[src/core/pss_pkg.sv]
package pss_pkg;

	// clock and timing
	localparam int CLK_MHZ           = 100;
	localparam int SEQ_TIME_US       = 2500;
	localparam int SEQ_CYCLES        = SEQ_TIME_US * CLK_MHZ;
	localparam int WAKE_LOW_TIME_US  = 100;
	localparam int WAKE_LOW_CYCLES   = WAKE_LOW_TIME_US * CLK_MHZ;
	localparam int CNT_W             = 20;
	localparam int GP_NUM            = 5;
	localparam int APD_W             = 8;

	// register offsets
	localparam logic [7:0] OFS_PCON  = 8'h00;
	localparam logic [7:0] OFS_CTRL  = 8'h04;
	localparam logic [7:0] OFS_STAT  = 8'h08;
	localparam logic [7:0] OFS_PDCFG = 8'h0C;
	localparam logic [7:0] OFS_GP0   = 8'h10;

	// power control fields
	localparam int PCON_MODE_LSB     = 0;
	localparam int PCON_SLEEP_FLAG   = 2;
	localparam int PCON_DPD_FLAG     = 3;
	localparam int PCON_AUTO_DIS     = 4;
	localparam int PCON_BAT_OFF      = 5;

	// control fields
	localparam int CTRL_BOD_EN       = 0;
	localparam int CTRL_WAKE_EN      = 1;
	localparam int CTRL_FIELD_WAKE   = 2;
	localparam int CTRL_CORE_EN      = 3;
	localparam int CTRL_ANA_EN       = 4;

	// reset values
	localparam logic [4:0]       CTRL_RST  = 5'h18;
	localparam logic [APD_W-1:0] PDCFG_RST = 8'hFF;

	// processor-selected low power mode
	localparam logic [1:0] SEL_SLEEP  = 2'h0;
	localparam logic [1:0] SEL_DSLEEP = 2'h1;

	typedef enum logic [2:0] {
		ST_OFF, ST_CORE, ST_ANALOG, ST_BOOT, ST_ACTIVE, ST_SLEEP, ST_DSLEEP, ST_DPD
	} pss_state_t;

	typedef struct packed {
		logic bat_ok;
		logic field_ok;
		logic always_on_low;
		logic external_reset_pin;
		logic wake_pin;
		logic rtc_preset;
		logic wdt_event;
		logic start_irq;
		logic sysosc_stable;
		logic flash_ready;
		logic cpu_sleep_req;
	} pss_in_t;

	typedef struct packed {
		logic battery_power_switch;
		logic field_power_switch;
		logic source_field;
		logic comparator_en;
		logic core_regulator_en;
		logic analog_regulator_en;
		logic system_por_n;
		logic boot_go;
		logic brownout_irq;
		logic timer_oscillator_en;
	} pss_out_t;

	typedef struct packed {
		pss_state_t                  state;
		logic [CNT_W-1:0]            cnt;
		logic [CNT_W-1:0]            wake_cnt;
		logic                        rst_pin_prev;
		logic                        bat_armed;
		logic [1:0]                  mode_sel;
		logic                        sleep_flag;
		logic                        dpd_flag;
		logic                        auto_dis;
		logic [4:0]                  ctrl;
		logic [APD_W-1:0]            apd;
		logic [GP_NUM-1:0][31:0]     gp;
		logic [31:0]                 rdata;
		logic                        boot;
	} pss_regs_t;

endpackage

[src/core/pss_sequencer.sv]
`timescale 1ns/100ps
module pss_sequencer #(
	parameter int SEQ_CYCLES      = pss_pkg::SEQ_CYCLES,
	parameter int WAKE_LOW_CYCLES = pss_pkg::WAKE_LOW_CYCLES
) (
	input  wire logic                      sys_clk,
	input  wire logic                      rst_n,
	input  wire logic [7:0]                reg_addr,
	input  wire logic [31:0]               reg_wdata,
	input  wire logic                      reg_wr,
	input  wire logic                      reg_rd,
	output logic      [31:0]               reg_rdata,
	input  pss_pkg::pss_in_t               pwr_in,
	output pss_pkg::pss_out_t              pwr_out,
	output logic      [pss_pkg::APD_W-1:0] analog_pd
);

	if (SEQ_CYCLES < 1 || SEQ_CYCLES >= 2 ** pss_pkg::CNT_W ||
	    WAKE_LOW_CYCLES < 1 || WAKE_LOW_CYCLES >= 2 ** pss_pkg::CNT_W) begin : g_chk
		$error("pss_sequencer: cycle counts out of range");
	end

	localparam logic [pss_pkg::CNT_W-1:0] SEQ_N  = pss_pkg::CNT_W'(SEQ_CYCLES);
	localparam logic [pss_pkg::CNT_W-1:0] WAKE_N = pss_pkg::CNT_W'(WAKE_LOW_CYCLES);

	pss_pkg::pss_regs_t r_r;
	pss_pkg::pss_regs_t r_nxt;

	logic        rst_rise;
	logic        powered;
	logic        use_bat;
	logic        wake_ok;
	logic        ds_wake;
	logic        dpd_wake;
	logic        core_on_st;
	logic        ana_on_st;
	logic        wr_pcon;
	logic [31:0] rd_val;

	always_comb begin
		rst_rise = pwr_in.external_reset_pin & ~r_r.rst_pin_prev;
		// battery path only after arming; auto disabled means battery forced
		use_bat  = r_r.bat_armed & (pwr_in.bat_ok | r_r.auto_dis);
		powered  = use_bat | pwr_in.field_ok;
		wake_ok  = r_r.ctrl[pss_pkg::CTRL_WAKE_EN] & (r_r.wake_cnt >= WAKE_N);
		dpd_wake = ~pwr_in.external_reset_pin | pwr_in.rtc_preset | wake_ok
			| (r_r.ctrl[pss_pkg::CTRL_FIELD_WAKE] & pwr_in.field_ok);
		ds_wake  = dpd_wake | pwr_in.wdt_event | pwr_in.start_irq;
		wr_pcon  = reg_wr & (reg_addr == pss_pkg::OFS_PCON);
		core_on_st = r_r.state inside {pss_pkg::ST_CORE, pss_pkg::ST_ANALOG, pss_pkg::ST_BOOT,
			pss_pkg::ST_ACTIVE, pss_pkg::ST_SLEEP, pss_pkg::ST_DSLEEP};
		ana_on_st  = core_on_st & (r_r.state != pss_pkg::ST_CORE);
	end

	always_comb begin
		rd_val = 32'h0000_0000;
		unique case (reg_addr)
			pss_pkg::OFS_PCON: begin
				rd_val[5:0] = {1'b0, r_r.auto_dis, r_r.dpd_flag, r_r.sleep_flag, r_r.mode_sel};
			end
			pss_pkg::OFS_CTRL: begin
				rd_val[4:0] = r_r.ctrl;
			end
			pss_pkg::OFS_STAT: begin
				rd_val[10:0] = {r_r.state, 3'h0, r_r.bat_armed, pwr_out.brownout_irq,
					pwr_out.source_field, pwr_in.field_ok, pwr_in.bat_ok};
			end
			pss_pkg::OFS_PDCFG: begin
				rd_val[pss_pkg::APD_W-1:0] = r_r.apd;
			end
			default: begin
				for (int i = 0; i < pss_pkg::GP_NUM; i++) begin
					if (reg_addr == pss_pkg::OFS_GP0 + 8'(4 * i)) begin
						rd_val = r_r.gp[i];
					end
				end
			end
		endcase
	end

	always_comb begin
		r_nxt              = r_r;
		r_nxt.rst_pin_prev = pwr_in.external_reset_pin;
		r_nxt.boot         = 1'b0;
		r_nxt.rdata        = reg_rd ? rd_val : 32'h0000_0000;
		r_nxt.wake_cnt     = pwr_in.wake_pin ? '0 :
			(r_r.wake_cnt >= WAKE_N ? r_r.wake_cnt : r_r.wake_cnt + 1'b1);

		// software register writes
		if (reg_wr) begin
			unique case (reg_addr)
				pss_pkg::OFS_PCON: begin
					r_nxt.mode_sel = reg_wdata[pss_pkg::PCON_MODE_LSB +: 2];
					r_nxt.auto_dis = reg_wdata[pss_pkg::PCON_AUTO_DIS];
					if (reg_wdata[pss_pkg::PCON_SLEEP_FLAG]) begin
						r_nxt.sleep_flag = 1'b0;
					end
					if (reg_wdata[pss_pkg::PCON_DPD_FLAG]) begin
						r_nxt.dpd_flag = 1'b0;
					end
				end
				pss_pkg::OFS_CTRL: begin
					r_nxt.ctrl = reg_wdata[4:0];
				end
				pss_pkg::OFS_PDCFG: begin
					r_nxt.apd = reg_wdata[pss_pkg::APD_W-1:0];
				end
				default: begin
					for (int i = 0; i < pss_pkg::GP_NUM; i++) begin
						if (reg_addr == pss_pkg::OFS_GP0 + 8'(4 * i)) begin
							r_nxt.gp[i] = reg_wdata;
						end
					end
				end
			endcase
		end

		// battery switch arming and software turn-off
		if (wr_pcon && reg_wdata[pss_pkg::PCON_BAT_OFF] && !pwr_in.field_ok) begin
			r_nxt.bat_armed = 1'b0;
		end
		if (rst_rise || pwr_in.field_ok) begin
			r_nxt.bat_armed = 1'b1;
		end

		if (r_r.cnt < SEQ_N) begin
			r_nxt.cnt = r_r.cnt + 1'b1;
		end

		// power sequencer
		unique case (r_r.state)
			pss_pkg::ST_OFF: begin
				r_nxt.cnt = '0;
				if (powered) begin
					r_nxt.state = pss_pkg::ST_CORE;
				end
			end
			pss_pkg::ST_CORE: begin
				r_nxt.state = pss_pkg::ST_ANALOG;
			end
			pss_pkg::ST_ANALOG: begin
				if (pwr_in.sysosc_stable && r_r.ctrl[pss_pkg::CTRL_CORE_EN]) begin
					r_nxt.state = pss_pkg::ST_BOOT;
				end
			end
			pss_pkg::ST_BOOT: begin
				if (pwr_in.flash_ready && r_r.cnt >= SEQ_N) begin
					r_nxt.state = pss_pkg::ST_ACTIVE;
					r_nxt.boot  = 1'b1;
				end
			end
			pss_pkg::ST_ACTIVE: begin
				if (pwr_in.cpu_sleep_req) begin
					if (r_r.mode_sel == pss_pkg::SEL_SLEEP) begin
						r_nxt.state      = pss_pkg::ST_SLEEP;
						r_nxt.sleep_flag = 1'b1;
					end else if (r_r.mode_sel == pss_pkg::SEL_DSLEEP) begin
						r_nxt.state      = pss_pkg::ST_DSLEEP;
						r_nxt.sleep_flag = 1'b1;
					end else begin
						r_nxt.state    = pss_pkg::ST_DPD;
						r_nxt.dpd_flag = 1'b1;
					end
				end
			end
			pss_pkg::ST_SLEEP, pss_pkg::ST_DSLEEP: begin
				if (ds_wake) begin
					r_nxt.state = pss_pkg::ST_ACTIVE;
				end
			end
			pss_pkg::ST_DPD: begin
				if (dpd_wake) begin
					r_nxt.state = pss_pkg::ST_CORE;
					r_nxt.cnt   = '0;
				end
			end
		endcase

		// losing all supply drops to battery-off; the gp retention registers keep their values
		if (!powered) begin
			r_nxt.state = pss_pkg::ST_OFF;
			r_nxt.boot  = 1'b0;
			r_nxt.cnt   = '0;
		end
	end

	always_ff @(posedge sys_clk) begin
		if (!rst_n) begin
			r_r              <= '0;
			r_r.state        <= pss_pkg::ST_OFF;
			r_r.rst_pin_prev <= 1'b1;
			r_r.ctrl         <= pss_pkg::CTRL_RST;
			r_r.apd          <= pss_pkg::PDCFG_RST;
		end else begin
			r_r <= r_nxt;
		end
	end

	always_comb begin
		pwr_out.battery_power_switch = use_bat;
		pwr_out.field_power_switch   = pwr_in.field_ok;
		pwr_out.source_field         = ~use_bat & pwr_in.field_ok;
		pwr_out.comparator_en        = ~r_r.auto_dis;
		pwr_out.core_regulator_en    = core_on_st & r_r.ctrl[pss_pkg::CTRL_CORE_EN];
		pwr_out.analog_regulator_en  = ana_on_st & r_r.ctrl[pss_pkg::CTRL_ANA_EN];
		pwr_out.system_por_n         = ana_on_st & (r_r.state != pss_pkg::ST_ANALOG);
		pwr_out.boot_go              = r_r.boot;
		pwr_out.brownout_irq         = r_r.ctrl[pss_pkg::CTRL_BOD_EN] & pwr_in.always_on_low;
		pwr_out.timer_oscillator_en  = 1'b1;
	end

	assign reg_rdata = r_r.rdata;
	assign analog_pd = r_r.apd;
endmodule // pss_sequencer

[config.mk]
export PLATFORM = sky130hd
export DESIGN_NAME = pss_sequencer
export DESIGN_NICKNAME = d
export VERILOG_FILES = /design/src/core/pss_pkg.sv /design/src/core/pss_sequencer.sv
export SDC_FILE = /design/constraint.sdc
export NUM_CORES = 1
export LEC_CHECK = 0
export ABC_AREA = 1
export BUFFER_PORTS_ARGS = -buffer_cell sky130_fd_sc_hd__buf_2
export CORE_MARGIN = 2
export CORE_UTILIZATION = 54
export DETAILED_ROUTE_END_ITERATION = 16
export PLACE_DENSITY = 0.83
export SYNTH_ARGS = -nofsm -noshare
export SYNTH_HDL_FRONTEND = slang
export SYNTH_SLANG_ARGS = --single-unit
[constraint.sdc]
create_clock -name sys_clk -period 1.6 [get_ports sys_clk]
set_clock_uncertainty 0.2 [all_clocks]
set_input_delay 0.24 -clock sys_clk [delete_from_list [all_inputs] [get_ports sys_clk]]
set_output_delay 0.24 -clock sys_clk [all_outputs]
set_load 0.01 [all_outputs]
==> reports/qor.csv <==
metric;value;unit
cts.clk_slew.worst_paths;0.06;ns
cp.required;1.16;ns
routed_via_density;5.708;
numCtsBuffers;27;
grt_use_total;27.84;%
critPathMaxFanout;4;
hold_path.class;input port to register;
final_max_slew_viol_count;0;
final_cell_area;0.01497;mm²
async_reset_ff_share;0;%
initial_core_util;55.17;%
power_frac_seq;48.2;%
critPathTopFamily;flip-flops;
grt_pass1_vias;10712;
avgSynthCellArea;7.333;µm²
pin_count;105;
n_fill_cell;1341;
dieHeight;148.0;µm
worst_slack;-0.4412;ns
power;13.34;mW
dp_hpwl;19.39;mm
max_freq;0.4899;GHz
cp.arrival;1.60;ns
ir_drop;970.4;µV
rr_startpoint;r_r[249];
drive_gt1_share;28.94;%
cellLeakagePower;6.015;nW
path_buf_inv;2;
fp.coreArea;0.02030;mm²
area.growth.synth_to_final;33.64;%
cp_slowest_cell;dfxtp_4;
dieArea;0.02191;mm²
cts.sinks;256;
hold_start;pwr_in[10];
p_int;10.23;mW
drc;0;
worst_pin_slew;0.6142;ns
critPathKind;register to primary output;
yosys_warnings;0;
setup_viol_count_final;43;
portBuffers;103;
cts_tree;yes;
p_clk_share;44.8;%
wire_per_inst;17.82;µm
pwr-share-comb;7.1;%
switchingPower;3.114;mW
status;finished, violations left;
diodes;0;
start_kind;register;
netlist_area;0.01120;mm²
period_share;127.6;%
yosysSeqAreaShare;45.77;%
violations;setup timing;
pre_cts_slack;-0.3553;ns
crit_path_start;r_r[254];
route.antenna.remaining_nets;0;
root_buffer;clkbuf_16;
place_congestion;0.8840;
nNetsFinal;1800;
endpoint_kind;primary output;
synth.distinct_cells;45;
antenna_found_initial;0;
core.rowCount;52;
p_per_area;891.7;mW/mm²
drt-initial-drc-count;1194;
swShare;23.33;%
syn-num-nets;1586;
setup-tns-final;-8.340;ns
grt_max_degree;173;
whs;0.06099;ns
grt_overflow;0;
post_dp_cell_area;0.01248;mm²
first_pass_iters;9;
rsz0062_at_grt;true;
cts_buffer_depth;3;
drt_wl_total;36.15;mm
clkLatencyLatePin;0.54;ns
max_slew_margin;58.74;%
hold_viol_final;0;
die_w;148.0;µm
grt_first_pass_wirelength;50.50;mm
synth_seq_cells;256;
synth_ff_type;dfxtp_1;
drv_cap;0;
synth_edf_count;0;
htreeDepth;1;
crit_path_cell_trace;inv_6, nand3_4, o21ai_4, nor3_4, buf_2;
syn_inst;1527;
vias;11581;
slowest_delay;0.42;ns
fin_crit;2.041;ns
## cell families after synthesis
group / after synthesis / share of synthesized area (%)
AND/OR/NAND/NOR: 567 / 21.66
AO/OA/AOI/OAI: 401 / 18.67
other: 1 / 0.03349
flip-flops: 256 / 45.77
XOR/XNOR: 18 / 1.408
buffers and inverters: 280 / 12.01
adder cells (fa/ha/maj): 4 / 0.4469
## state kept, by name, summed over array words and instances (netlist names)
name,cells
analog_pd,8
pwr_out,1
r_r,215
reg_rdata,32
## power by group through the flow
stage	Clock (mW)	Combinational (mW)	Sequential, mW
6_report	5.97	0.945	6.43
4_1_cts	5.98	0.837	6.42
2_1_floorplan	0	0.330	6.55
3_5_place_dp	0	0.624	6.55
3_3_place_gp	0	0.608	6.55
5_1_grt	6.27	1.00	6.42
## cell type report
type | count | area, µm² | area share [%]
well taps | 270 | 337.8 | 2.257
inverters | 160 | 633.1 | 4.230
flip-flops and latches | 256 | 5166 | 34.52
clock buffers | 38 | 757.0 | 5.058
clock inverters | 9 | 77.57 | 0.5184
repair buffers | 305 | 2485 | 16.60
multi-input cells | 991 | 5509 | 36.81
## cells in the final DEF (no fill, tap or decap), types with 18 or more instances in the layout
cell and count:
clkbuf_16 28, nor2_4 27, dlygate4sd3_1 38, a31oi_1 18
a21oi_1 121, nor2_2 18, nor2_1 224, o21ai_1 62
dfxtp_1 231, buf_6 26, inv_1 138, dfxtp_2 21
nand2_2 25, nand4_1 21, buf_2 99, nand2_1 179
o21ai_0 152, buf_4 121
## layer usage
layer  up-vias  global-route usage (%)  share of wire (%)
met5         -                       0                  0
met4         0                   13.05                5.5
met3       204                   4.167                8.1
met2       680                   48.06                 49
met1      5346                   34.22                 37
li1       5351                       -                  -
## stage by stage
step | std cells | util (%)
6_report | 2029 | 73.72
5_1_grt | 2029 | 73.72
4_1_cts | 2015 | 70.19
3_5_place_dp | 1911 | 61.48
3_3_place_gp | 1911 | 61.48
2_1_floorplan | 1527 | -
## Yosys cell counts, types with 3 or more instances
| library cell | n | area (µm²) |
|---|---|---|
| nor2_1 | 258 | 968.4 |
| dfxtp_1 | 256 | 5125 |
| nand2_1 | 216 | 810.8 |
| o21ai_0 | 166 | 830.8 |
| inv_1 | 149 | 559.3 |
| a21oi_1 | 131 | 655.6 |
| buf_4 | 63 | 473.0 |
| o21ai_1 | 63 | 315.3 |
| clkbuf_1 | 25 | 93.84 |
| buf_2 | 24 | 120.1 |
| nand3_1 | 23 | 115.1 |
| nand4_1 | 21 | 131.4 |
| a31oi_1 | 18 | 112.6 |
| nor3_1 | 17 | 85.08 |
| xor2_1 | 13 | 113.9 |
| inv_2 | 9 | 33.78 |
| o211ai_1 | 8 | 60.06 |
| nor2_2 | 7 | 43.79 |
| nand3_4 | 5 | 87.58 |
| xnor2_1 | 5 | 43.79 |
| clkbuf_2 | 4 | 20.02 |
| ha_1 | 4 | 50.05 |
| nor2_4 | 4 | 45.04 |
| buf_6 | 3 | 33.78 |
| nand2_2 | 3 | 18.77 |
| nand3_2 | 3 | 30.03 |
| nor3_2 | 3 | 30.03 |
| o22ai_1 | 3 | 18.77 |
## worst register-to-register path, cell delays in order (launching register included)
cell and delay (ns):
dfxtp_1 0.33, nand2_1 0.10, inv_1 0.08, a21boi_2 0.21, nand2_4 0.10, buf_8 0.16, nor2_4 0.16, nand2_2 0.12
o21ai_2 0.16, o21ai_2 0.09, nor2_4 0.09
## path summary, 6_finish.rpt
path / end / slack [ns] / depth (start not counted)
worst max-delay path: pwr_out[3] / -0.44 / 5
worst min-delay path: reg_rdata[0] / 0.06 / 6
worst max register to register: r_r[241] / -0.27 / 10
worst min register to register: r_r[167] / 0.24 / 2
## timing repair
action	CTS	global route
endpoints found under the hold margin	193	0
buffers inserted	18	19
hold buffers	38	0
gates cloned	3	1
setup endpoints to repair	39	66
gates resized for setup	110	181
pin swaps	21	59
Note: power is estimated with default switching activity, not from simulation.
